$ cat config.mk
export PLATFORM = sky130hd
export DESIGN_NAME = parallel_port_control_pin_mux
export DESIGN_NICKNAME = d
export VERILOG_FILES = /design/src/inc/pin_mux_pkg.sv /design/src/inc/pin_ctl_if.sv /design/src/rtl/strap_latch.sv /design/src/rtl/pin_drive.sv /design/src/rtl/parallel_port_control_pin_mux.sv
export SDC_FILE = /design/constraint.sdc
export NUM_CORES = 1
export LEC_CHECK = 0
export BUFFER_PORTS_ARGS = -buffer_cell sky130_fd_sc_hd__buf_4
export CAP_MARGIN = 40
export CORE_ASPECT_RATIO = 0.7
export CORE_UTILIZATION = 40
export DETAILED_ROUTE_END_ITERATION = 10
export GPL_TIMING_DRIVEN = 0
export PLACE_DENSITY = 0.72
export RECOVER_POWER = 25
export SLEW_MARGIN = 20
export SYNTH_ARGS = -nofsm -noshare
export SYNTH_HDL_FRONTEND = slang
export SYNTH_HIERARCHICAL = 1
export SYNTH_SLANG_ARGS = --single-unit
$ cat constraint.sdc
create_clock -name sys_clk -period 2.4 [get_ports sys_clk]
set_input_delay 0.24 -clock sys_clk [delete_from_list [all_inputs] [get_ports sys_clk]]
set_output_delay 0.24 -clock sys_clk [all_outputs]
set_load 0.005 [all_outputs]
$ cat src/inc/pin_mux_pkg.sv
// package: constants and types of the parallel port control pin mux
package pin_mux_pkg;
    localparam int NUM_PINS = 3;
    localparam int APB_AW = 12;
    localparam int APB_DW = 32;
    // register byte addresses
    localparam logic [11:0] ADDR_BUS_CTRL = 12'h000;
    localparam logic [11:0] ADDR_MEM_GCTL1 = 12'h004;
    localparam logic [11:0] ADDR_GPIO_DIR = 12'h008;
    localparam logic [11:0] ADDR_GPIO_OUT = 12'h00C;
    localparam logic [11:0] ADDR_STATUS = 12'h010;
    // field positions
    localparam int BCR_HOLDER_LSB = 0;
    localparam int GCTL1_FLOAT_POS = 0;
    localparam int DIR_LSB = 0;
    localparam int OUT_LSB = 0;
    localparam int STS_FUNC_POS = 0;
    localparam int STS_HOLD_POS = 1;
    localparam int STS_OFF_POS = 2;
    localparam int STS_CLK_POS = 3;
    localparam int STS_PIN_LSB = 4;
    localparam int STS_STATE_LSB = 8;
    // reset values
    localparam logic [2:0] HOLDER_RESET = 3'h7;
    localparam logic FLOAT_RESET = 1'b0;
    localparam logic [2:0] DIR_RESET = 3'h0;
    localparam logic [2:0] OUT_RESET = 3'h0;
    localparam logic MEM_IDLE_LEVEL = 1'b1;
    localparam logic [31:0] RDATA_ZERO = 32'h0000_0000;
    typedef logic [NUM_PINS-1:0] pin_vec_t;
    typedef enum logic [1:0] {PAD_RESET, PAD_RUN, PAD_HOLD, PAD_OFF} pad_state_e;
endpackage : pin_mux_pkg

$ cat src/inc/pin_ctl_if.sv
// interface: pad control between the mux core and the pin drivers
`timescale 1ns/1ps
interface pin_ctl_if;
    import pin_mux_pkg::*;
    logic func_mem;
    pad_state_e pad;
    pin_vec_t gpio_dir;
    pin_vec_t gpio_out;
    pin_vec_t mem_val;
    logic mem_active;
    pin_vec_t holder_en;
    pin_vec_t pin_out;
    pin_vec_t pin_oe;
    pin_vec_t holder_out;
    modport ctl (output func_mem, pad, gpio_dir, gpio_out, mem_val, mem_active, holder_en,
                 input pin_out, pin_oe, holder_out);
    modport drv (input func_mem, pad, gpio_dir, gpio_out, mem_val, mem_active, holder_en,
                 output pin_out, pin_oe, holder_out);
endinterface : pin_ctl_if

$ cat src/rtl/strap_latch.sv
// strap latch: tracks the function strap in reset, frozen at release
`timescale 1ns/1ps
module strap_latch (
    input wire logic sys_clk, // system clock
    input wire logic rst_n, // synchronous reset, low active
    input wire logic clk_en, // state freezes while low
    input wire logic function_strap, // strap level, high selects memory
    output logic func_mem // latched selection
);
    import pin_mux_pkg::*;

    typedef struct packed {
        logic sel;
    } strap_state_s;

    strap_state_s state;
    strap_state_s next_state;

    ////////////////////////////////////////////////////////////////////////
    // follow the strap while reset is low, hold it once reset is high
    always_comb begin
        next_state = state;
        if (!rst_n) begin
            next_state.sel = function_strap;
        end
    end

    // register; reset loads the strap even with the enable low
    always_ff @(posedge sys_clk) begin
        if (!rst_n || clk_en) begin
            state <= next_state;
        end
    end

    assign func_mem = state.sel;
endmodule : strap_latch

$ cat src/rtl/pin_drive.sv
// pin drive: registered output value, enable and holder per pad
`timescale 1ns/1ps
module pin_drive (
    input wire logic sys_clk, // system clock
    input wire logic rst_n, // synchronous reset, low active
    input wire logic clk_en, // state freezes while low
    pin_ctl_if.drv ctl // pad control from the core
);
    import pin_mux_pkg::*;

    typedef struct packed {
        pin_vec_t out;
        pin_vec_t oe;
        pin_vec_t hold;
    } drive_state_s;

    drive_state_s state;
    drive_state_s next_state;
    pin_vec_t out_c;
    pin_vec_t oe_c;
    logic run;

    ////////////////////////////////////////////////////////////////////////
    // only the run state drives; reset, hold and off float every pad
    assign run = (ctl.pad == PAD_RUN);

    // per pad: memory mode drives, gpio follows its direction bit
    for (genvar i = 0; i < NUM_PINS; i++) begin : g_pad
        assign oe_c[i] = run & (ctl.func_mem | ctl.gpio_dir[i]);
        assign out_c[i] = !run ? 1'b0 :
                          ctl.func_mem ? (ctl.mem_active ? ctl.mem_val[i] : MEM_IDLE_LEVEL) :
                          ctl.gpio_out[i];
    end

    ////////////////////////////////////////////////////////////////////////
    // next value of the pad registers
    always_comb begin
        next_state = state;
        if (clk_en) begin
            next_state.out = out_c;
            next_state.oe = oe_c;
            next_state.hold = ctl.holder_en;
        end
    end

    // register; reset floats all pads and turns the holders on
    always_ff @(posedge sys_clk) begin
        if (!rst_n) begin
            state.out <= OUT_RESET;
            state.oe <= DIR_RESET;
            state.hold <= HOLDER_RESET;
        end else begin
            state <= next_state;
        end
    end

    assign ctl.pin_out = state.out;
    assign ctl.pin_oe = state.oe;
    assign ctl.holder_out = state.hold;
endmodule : pin_drive

$ cat src/rtl/parallel_port_control_pin_mux.sv
// top: strap-selected gpio or memory control on three parallel port pads
`timescale 1ns/1ps
module parallel_port_control_pin_mux (
    input wire logic sys_clk, // 10 MHz system clock
    input wire logic rst_n, // synchronous reset, low active
    input wire logic clk_en, // state freezes while low
    // apb slave
    input wire logic psel, // apb select
    input wire logic penable, // apb access phase
    input wire logic pwrite, // apb direction, high writes
    input wire logic [pin_mux_pkg::APB_AW-1:0] paddr, // apb byte address
    input wire logic [pin_mux_pkg::APB_DW-1:0] pwdata, // apb write data
    output logic [pin_mux_pkg::APB_DW-1:0] prdata, // apb read data
    output logic pready, // apb ready
    output logic pslverr, // apb error, unmapped address
    // strap and mode pins
    input wire logic function_strap, // function strap
    input wire logic hold_request, // external hold request, high active
    input wire logic test_reset_n, // test reset, low active
    input wire logic emulation_pin_0, // emulation pin 0
    input wire logic emulation_off_pin, // emulation / off pin
    // memory controller side
    input wire logic mem_active, // controller owns the pad values
    input wire logic mem_byte_enable_2, // byte enable 2 from controller
    input wire logic mem_byte_enable_3, // byte enable 3 from controller
    input wire logic sdram_clock_enable, // sdram clock enable from controller
    // pads
    input wire logic [pin_mux_pkg::NUM_PINS-1:0] pad_in, // pad input levels
    output logic [pin_mux_pkg::NUM_PINS-1:0] pad_out, // pad output levels
    output logic [pin_mux_pkg::NUM_PINS-1:0] pad_oe, // pad output enables
    output logic [pin_mux_pkg::NUM_PINS-1:0] pad_holder_en, // bus holder enables
    output logic mem_clock_output, // memory clock output level
    output logic mem_clock_oe // memory clock output enable
);
    import pin_mux_pkg::*;

    ////////////////////////////////////////////////////////////////////////
    // state of the core

    typedef struct packed {
        pad_state_e pad;
        pin_vec_t holder_en;
        logic clk_float;
        pin_vec_t gpio_dir;
        pin_vec_t gpio_out;
        pin_vec_t pin_in;
        logic mclk;
        logic mclk_oe;
        logic pready;
        logic pslverr;
        logic [APB_DW-1:0] prdata;
    } core_state_s;

    // current and next copy of the core state
    core_state_s state;
    core_state_s next_state;

    // decode helpers
    logic func_mem;
    logic off_req;
    logic hold_req;
    logic setup_ok;
    logic commit;
    logic mapped;
    logic [APB_DW-1:0] rd_value;
    // hold and off as software sees them
    logic in_hold;
    logic in_off;

    // pad control bundle towards the driver module
    pin_ctl_if ctl_bus ();

    ////////////////////////////////////////////////////////////////////////
    // strap capture

    // the strap flop follows the pin for the whole reset, so a strap
    // that settles late in reset is still the one that counts
    strap_latch u_strap (
        .sys_clk(sys_clk),
        .rst_n(rst_n),
        .clk_en(clk_en),
        .function_strap(function_strap),
        .func_mem(func_mem)
    );

    ////////////////////////////////////////////////////////////////////////
    // mode requests

    // off mode: test reset low, emulation 0 high, emulation/off low
    // it comes straight from the pins and needs no register bit
    assign off_req = !test_reset_n && emulation_pin_0 && !emulation_off_pin;

    // hold only exists when the pads work for the memory interface;
    // in gpio mode that pin is an ordinary pad and must not float them
    assign hold_req = func_mem && hold_request;

    // pad state flags for the status word
    assign in_hold = (state.pad == PAD_HOLD);
    assign in_off = (state.pad == PAD_OFF);

    ////////////////////////////////////////////////////////////////////////
    // apb decode

    // first access cycle takes the answer, second one commits;
    // the answer is registered, so there is always one wait state;
    // a master that drops psel early leaves the answer pending, and its next access completes at once
    assign setup_ok = psel && penable && !state.pready;
    assign commit = psel && penable && state.pready;

    // address decode and read mux; reads have no side effects,
    // so holes and misaligned addresses read zero and flag an error
    always_comb begin
        rd_value = RDATA_ZERO;
        mapped = 1'b1;
        case (paddr)
            ADDR_BUS_CTRL: begin
                rd_value[BCR_HOLDER_LSB +: NUM_PINS] = state.holder_en;
            end
            ADDR_MEM_GCTL1: begin
                rd_value[GCTL1_FLOAT_POS] = state.clk_float;
            end
            ADDR_GPIO_DIR: begin
                rd_value[DIR_LSB +: NUM_PINS] = state.gpio_dir;
            end
            ADDR_GPIO_OUT: begin
                rd_value[OUT_LSB +: NUM_PINS] = state.gpio_out;
            end
            ADDR_STATUS: begin
                rd_value[STS_FUNC_POS] = func_mem;
                rd_value[STS_HOLD_POS] = in_hold;
                rd_value[STS_OFF_POS] = in_off;
                rd_value[STS_CLK_POS] = state.mclk_oe;
                rd_value[STS_PIN_LSB +: NUM_PINS] = state.pin_in;
                rd_value[STS_STATE_LSB +: 2] = state.pad;
            end
            default: begin
                mapped = 1'b0;
            end
        endcase
    end

    ////////////////////////////////////////////////////////////////////////
    // next state of the core
    always_comb begin
        next_state = state;
        if (clk_en) begin
            // pad input levels for status reads, one cycle late,
            // which is early enough for software polling
            next_state.pin_in = pad_in;

            // pad state; off outranks hold, hold outranks run; every
            // state leaves by the same priority, so a dropped request
            // goes straight back to run; reset forces the register below
            case (state.pad)
                PAD_RESET, PAD_RUN, PAD_HOLD, PAD_OFF: begin
                    if (off_req) begin
                        next_state.pad = PAD_OFF;
                    end else if (hold_req) begin
                        next_state.pad = PAD_HOLD;
                    end else begin
                        next_state.pad = PAD_RUN;
                    end
                end
                default: begin
                    next_state.pad = PAD_RESET;
                end
            endcase

            // memory clock runs in run and hold, floats by bit in hold;
            // the toggle flop keeps running under hold so an outside
            // master can still use the clock, the bit only gates the enable
            case (state.pad)
                PAD_RUN: begin
                    // run: clock always driven
                    next_state.mclk = !state.mclk;
                    next_state.mclk_oe = 1'b1;
                end
                PAD_HOLD: begin
                    next_state.mclk = !state.mclk;
                    next_state.mclk_oe = !state.clk_float;
                end
                PAD_OFF: begin
                    // off: clock parked low and floating
                    next_state.mclk = 1'b0;
                    next_state.mclk_oe = 1'b0;
                end
                default: begin
                    // reset: the same as off
                    next_state.mclk = 1'b0;
                    next_state.mclk_oe = 1'b0;
                end
            endcase

            // apb answer: one wait cycle, data and error registered;
            // preparing it one edge ahead keeps prdata, pready and
            // pslverr straight from flip-flops
            if (setup_ok) begin
                next_state.pready = 1'b1;
                next_state.pslverr = !mapped;
                next_state.prdata = pwrite ? RDATA_ZERO : rd_value;
            end else if (commit) begin
                next_state.pready = 1'b0;
                next_state.pslverr = 1'b0;
            end

            // writes take effect on the completing edge only; a write to
            // the status word or to a hole changes nothing
            if (commit && pwrite) begin
                case (paddr)
                    ADDR_BUS_CTRL: begin
                        next_state.holder_en = pwdata[BCR_HOLDER_LSB +: NUM_PINS];
                    end
                    ADDR_MEM_GCTL1: begin
                        next_state.clk_float = pwdata[GCTL1_FLOAT_POS];
                    end
                    ADDR_GPIO_DIR: begin
                        next_state.gpio_dir = pwdata[DIR_LSB +: NUM_PINS];
                    end
                    ADDR_GPIO_OUT: begin
                        next_state.gpio_out = pwdata[OUT_LSB +: NUM_PINS];
                    end
                    ADDR_STATUS: begin
                        next_state.gpio_out = state.gpio_out; // read only
                    end
                    default: begin
                        next_state.gpio_out = state.gpio_out;
                    end
                endcase
            end
        end
    end

    ////////////////////////////////////////////////////////////////////////
    // core registers; reset wins over the clock enable, so a frozen
    // block still comes out of reset with every field at its start value
    always_ff @(posedge sys_clk) begin
        if (!rst_n) begin
            state.pad <= PAD_RESET;
            state.holder_en <= HOLDER_RESET;
            state.clk_float <= FLOAT_RESET;
            state.gpio_dir <= DIR_RESET;
            state.gpio_out <= OUT_RESET;
            state.pin_in <= OUT_RESET;
            state.mclk <= 1'b0;
            state.mclk_oe <= 1'b0;
            // no answer may be pending when reset ends
            state.pready <= 1'b0;
            state.pslverr <= 1'b0;
            state.prdata <= RDATA_ZERO;
        end else begin
            state <= next_state;
        end
    end

    ////////////////////////////////////////////////////////////////////////
    // pad control towards the drivers; the driver registers the pads
    // once more, so they change one edge after the core state

    // state and register fields the drivers need
    assign ctl_bus.func_mem = func_mem;
    assign ctl_bus.pad = state.pad;
    assign ctl_bus.gpio_dir = state.gpio_dir;
    assign ctl_bus.gpio_out = state.gpio_out;
    assign ctl_bus.holder_en = state.holder_en;
    assign ctl_bus.mem_active = mem_active;
    // first pad byte enable 2, second byte enable 3, third clock enable
    assign ctl_bus.mem_val = {sdram_clock_enable, mem_byte_enable_3, mem_byte_enable_2};

    // per-pad output, enable and holder registers
    pin_drive u_drive (
        .sys_clk(sys_clk),
        .rst_n(rst_n),
        .clk_en(clk_en),
        .ctl(ctl_bus.drv)
    );

    ////////////////////////////////////////////////////////////////////////
    // outputs, all from flip-flops, so no pad glitches while the
    // mode changes

    // pads and memory clock
    assign pad_out = ctl_bus.pin_out;
    assign pad_oe = ctl_bus.pin_oe;
    assign pad_holder_en = ctl_bus.holder_out;
    assign mem_clock_output = state.mclk;
    assign mem_clock_oe = state.mclk_oe;
    // apb answer
    assign prdata = state.prdata;
    assign pready = state.pready;
    assign pslverr = state.pslverr;
endmodule : parallel_port_control_pin_mux

# Word level (Yosys, flattened, before mapping)
# Index checks and enable logic that the tools add are counted.
word_totals:
  regBits: 61
  out_inout_bits: 45
op_classes:
  eq_ne: 7
  n_mux: 21
  bitwise: 7
  n_reduce_logical: 27
ops:
  columns: ["op", "count"]
  rows:
  - ["12-bit by 4-bit == test with 1-bit output, second input constant", 2]
  - ["12-bit by 3-bit == test with 1-bit output, second input constant", 1]
  - ["12-bit by 5-bit == test with 1-bit output, second input constant", 1]
  - ["12-bit logical NOT", 1]
  - ["2-bit two-way mux", 6]
  - ["3-bit AND reduction", 4]
  - ["1-bit two-way mux", 10]
  - ["10-bit two-way mux", 1]
  - ["2-bit one-hot mux with 4 select lines", 1]
  - ["1-bit logical AND", 7]
  - ["1-bit logical NOT", 7]
  - ["2-bit AND reduction", 3]
  - ["1-bit one-hot mux with 5 select lines", 1]
  - ["5-bit OR reduction", 1]
  - ["2-bit == test, second input constant", 2]
  - ["4-bit two-way mux", 1]
  - ["2-bit one-hot mux with 2 select lines", 1]
  - ["4-bit OR reduction", 1]
  - ["1-bit AND", 3]
  - ["1-bit OR", 3]
  - ["2-bit by 1-bit == test with 1-bit output, second input constant", 1]
  - ["2-bit logical NOT", 1]
  - ["2-bit nonzero test", 1]
  - ["1-bit logical OR", 1]
  - ["1-bit inverter", 1]

# Depth between registers and ports, before layout
depth:
  depth_word: 5
  mapped_depth: 6
  mapped_depth_nobuf: 6

# By module
# The synthesis kept the hierarchy.
modules_own_cells:
  columns: ["mod", "instances", "cells_each", "area_each_um2", "seq_area_each_um2"]
  rows:
  - ["parallel_port_control_pin_mux", 1, 194, 1667.8, 560.5]
  - ["pin_drive", 1, 39, 376.6, 180.2]
  - ["strap_latch", 1, 2, 33.8, 30.0]

# Least setup slack after synthesis
# Ideal clock, no wire load.
synth_timing:
  kind: "input to register"
  from: "in paddr[9] (netlist bit)"
  to: "reg, netlist name ctl_bus.gpio_out[0]"
  t_arrival_ns: 1.379
  t_required_ns: 2.281
  setup_slack_ns: 0.902
  path_stages: 5
  cell_sequence: "nor4_4 -> nand2_1 -> or4b_1 -> buf_2 -> mux2i_1"
synth_between:
  elab_chain_len: 2
synth_rtl:
  columns: ["element", "line", "text"]
  rows:
  - ["start, declared", "parallel_port_control_pin_mux.sv:11", "input wire logic [pin_mux_pkg::APB_AW-1:0] paddr,"]
  - ["12-bit by 4-bit == test with 1-bit output", "parallel_port_control_pin_mux.sv:209", "case (paddr)"]
  - ["3-bit AND reduction (no line)", null, null]
# Every way passes these cells.
# A chain may end at the register's enable or synchronous reset.

# Worst setup path after layout
layout_timing:
  from: "reg, netlist name pready"
  to: "reg, netlist name prdata[2]"
layout_between:
  elab_chain_len: 3
layout_rtl:
  columns: ["element", "line", "text"]
  rows:
  - ["1-bit logical NOT", "parallel_port_control_pin_mux.sv:107", "assign setup_ok = psel && penable && !state.pready;"]
  - ["1-bit logical AND", "parallel_port_control_pin_mux.sv:107", null]
  - ["2-bit AND reduction (no line)", null, null]
# Every way passes these cells.

==> results.py <==
metrics = {
    "setup_path": {
        "worstPathArrival_ns": 1.92,
        "ff2ff_path_depth": 5,
        "r2r-end": "prdata[2]$_SDFFE_PN0P_",
        "path_max_fanout": 8,
        "crit_type": "reg -> reg",
        "cp_slowest_stage_delay_ns": 0.35,
        "crit_family": "simple AND/OR/NAND/NOR gates",
        "rr_startpoint": "pready$_SDFFE_PN0P_",
        "crit_slowest_cell": "dfxtp_1",
        "worst-path-buf-inv": 1,
        "crit_path_start_kind": "register",
        "crit_start": "pready$_SDFFE_PN0P_",
        "path_cells": "and4b_1, clkbuf_1, nand4_1, nor4_1, a21o_1",
        "end_kind": "register",
        "worstPathRequired_ns": 2.64,
        "worst-r2r-setup-slack_ns": 0.71,
    },
    "global_route": {
        "track_usage_pct": 18.5,
        "overflow": 0,
        "grtUsageMet1_pct": 26.9,
        "use_met2_pct": 27.2,
        "antenna_found_initial": 0,
        "gr-max-usage-layer": "met2",
        "grt_use_met3_pct": 4.12,
        "grt_pass1_vias": 1650,
        "grt_pass1_wl_mm": 7.80,
        "grt_max_degree": 13,
    },
    "yosys": {
        "syn_avg_cell_area_um2": 8.84,
        "synth.top_cell.area_share_pct": 35.6,
        "synth-edff-count": 1,
        "yosys_warnings": 6,
        "synth_top_cell_by_area": "dfxtp_1",
        "synth.area.top_cells": "dfxtp_1, buf_4, mux2i_1, nand2_1, o21ai_0",
        "ys_types": 43,
        "synth-seq-cells": 38,
        "syn-cell-area_mm2": 0.00208,
        "synthTopCellsByCount": "dfxtp_1, buf_4, nand2_1",
        "synth_flop_cell": "dfxtp_1",
        "ys_seq_area_share_pct": 37.1,
        "yosysMostFrequentCell": "dfxtp_1",
        "ys_async_sr_fraction_pct": 0,
        "synth_cells": 235,
    },
    "place": {
        "hpwlAfterDp_mm": 3.78,
        "port_buffers": 51,
        "place_inst": 377,
        "post_dp_cell_area_mm2": 0.00263,
        "gp_congestion": 0.867,
    },
    "clock_network": {
        "clock_latency_ns": 0.29,
        "htree_levels": 2,
        "clk_path_buf_depth": 2,
        "root_buffer": "clkbuf_8",
        "clk_pin_slew_ns": 0.08,
        "tritoncts": "yes",
        "cts-buffers-inserted": 5,
        "ctsHoldBuffers": 0,
        "clock-sinks": 38,
        "cts_resized": 0,
        "post_cts_buffers": 0,
    },
    "pwr": {
        "power_leakage_nw": 1.24,
        "ir_drop_uv": 308,
        "p_per_area_mw_per_mm2": 535,
    },
    "worst_hold_path": {
        "hold_class": "in -> reg",
        "hold-path-cell-count": 2,
        "min_to": "ctl_bus.pad[0]$_SDFFE_PN0P_",
        "worstHoldStart": "hold_request",
    },
    "finish": {
        "multi_input_area_mm2": 0.00107,
        "fill_cells": 460,
        "final_cell_count_no_fill": 386,
        "diodes": 0,
        "final_nets": 381,
        "syn_to_final_growth_pct": 33.0,
        "fin_area_mm2": 0.00276,
        "seqCellArea_um2": 771,
        "utilization_pct": 56.6,
        "drive_gt1_share_pct": 32.5,
    },
    "floorplanning": {
        "num_rows": 21,
        "die_area_mm2": 0.00549,
        "start_util_pct": 42.5,
        "die_x_um": 88.2,
        "dieHeight_um": 62.3,
        "ios": 107,
        "core_mm2": 0.00489,
    },
    "detailed_routing": {
        "drt_iter0_drc": 83,
        "drtPass1Iterations": 4,
        "drcViolationCount": 0,
        "wirelength_mm": 4.95,
        "post_drt_via_cell_ratio": 4.85,
        "ant_nets": 0,
        "wl_per_cell_um": 12.8,
        "num_vias": 1872,
    },
    "timing": {
        "setup_viol": 0,
        "rsz0062_at_grt": "false",
        "max_freq_mhz": 593,
        "finalCritPeriodShare_pct": 70.2,
        "drv_slew": 0,
        "worst_pin_slew_ns": 0.532,
        "slew_headroom_pct": 64.5,
        "fin_skew_ns": 0.00537,
        "hold_viol": 0,
        "min_period_ns": 1.69,
        "finalSetupTns_ns": 0,
    },
    "status": {
        "outcome": "finished, final reports clean",
    },
    "run": {
        "drv_cap": 0,
    },
}
==> metal layers <==
layer / vias to the layer above / part of all wire [%] / wire length [µm]
li1: 928 / - / -
met1: 872 / 49 / 2440
met2: 64 / 43 / 2150
met3: 8 / 6.3 / 312
met4: 0 / 0.89 / 44
met5: - / 0 / 0
==> final cells by class <==
class / count / area share, %
Timing Repair Buffer: 52 / 13.8
Buffer: 45 / 11.0
Clock buffer: 7 / 3.89
Tap cell: 69 / 3.12
Inverter: 4 / 0.543
Sequential cell: 38 / 27.9
Multi-Input combinational cell: 170 / 38.7
Clock inverter: 1 / 1.09
==> through the flow <==
step                      hold slack (ns)  power, mW  worst slack, ns
final                               0.141       1.48            0.714
after CTS                           0.120       1.49            0.748
after global placement              0.419      0.858            0.541
after detailed placement            0.421      0.862            0.515
after global routing                0.135       1.54            0.529
after floorplan                     0.339      0.782            0.902
==> worst register-to-register path: stages, from the launching register on <==
cell	delay [ns]
dfxtp_1	0.35
and4b_1	0.26
clkbuf_1	0.32
nand4_1	0.25
nor4_1	0.30
a21o_1	0.17
==> flip-flops by register name, summed over array words and instances (netlist names) <==
name and count:
ctl_bus.gpio_dir 3, ctl_bus.gpio_out 3, ctl_bus.holder_en 3, ctl_bus.pad 2, mem_clock_oe 1, mem_clock_output 1
prdata 9, pready 1, pslverr 1, state 4, u_drive/ctl.holder_out 3, u_drive/ctl.pin_oe 3
u_drive/ctl.pin_out 3, u_strap/func_mem 1
==> worst max path at each step <==
stage	end	slack, ns	depth (start not counted)
6_report	prdata[2]$_SDFFE_PN0P_	0.71	5
2_1_floorplan	ctl_bus.gpio_out[0]$_SDFFE_PN0P_	0.90	5
3_3_place_gp	prdata[1]$_SDFFE_PN0P_	0.54	6
5_1_grt	prdata[2]$_SDFFE_PN0P_	0.53	6
4_1_cts	prdata[2]$_SDFFE_PN0P_	0.75	5
3_5_place_dp	prdata[2]$_SDFFE_PN0P_	0.52	6
==> where the power goes <==
part / total (mW) / internal (mW) / switching [mW]
Combinational: 0.189 / 0.0994 / 0.0901
Sequential: 0.659 / 0.646 / 0.0136
Clock: 0.631 / 0.401 / 0.229
==> kinds of logic (layout without fill, tap and decap cells) <==
logic type      count (synthesis)  after routing  synth area share (%)
other cells                     1             23                 0.180
flops                          38             38                  37.1
mux                            18             18                  8.73
simple gates                   85             85                  24.5
buf+inv                        49            109                  15.4
fa+ha+maj                       3              3                  1.81
compound gates                 41             41                  12.3
==> layout by cell type, fill, tap and decap left out, types with 2 or more instances in the layout <==
master / instances
o21a_1: 2
nor3_1: 2
buf_4: 74
a21boi_0: 8
conb_1: 23
nor2_1: 3
and4b_1: 2
clkbuf_8: 6
nand4_1: 10
nand3_1: 11
nor2b_1: 8
o22ai_1: 2
mux2i_1: 17
inv_1: 4
and4b_2: 2
a21o_1: 2
dfxtp_1: 37
nand2b_1: 4
o21ai_1: 3
a22oi_1: 2
o21ai_0: 15
clkbuf_1: 10
nand2_1: 27
a21boi_1: 3
ha_1: 3
clkbuf_4: 8
nand3b_1: 4
buf_2: 4
a21oi_1: 2
nand4b_1: 2
No activity file was read; power rests on OpenSTA's default activity.
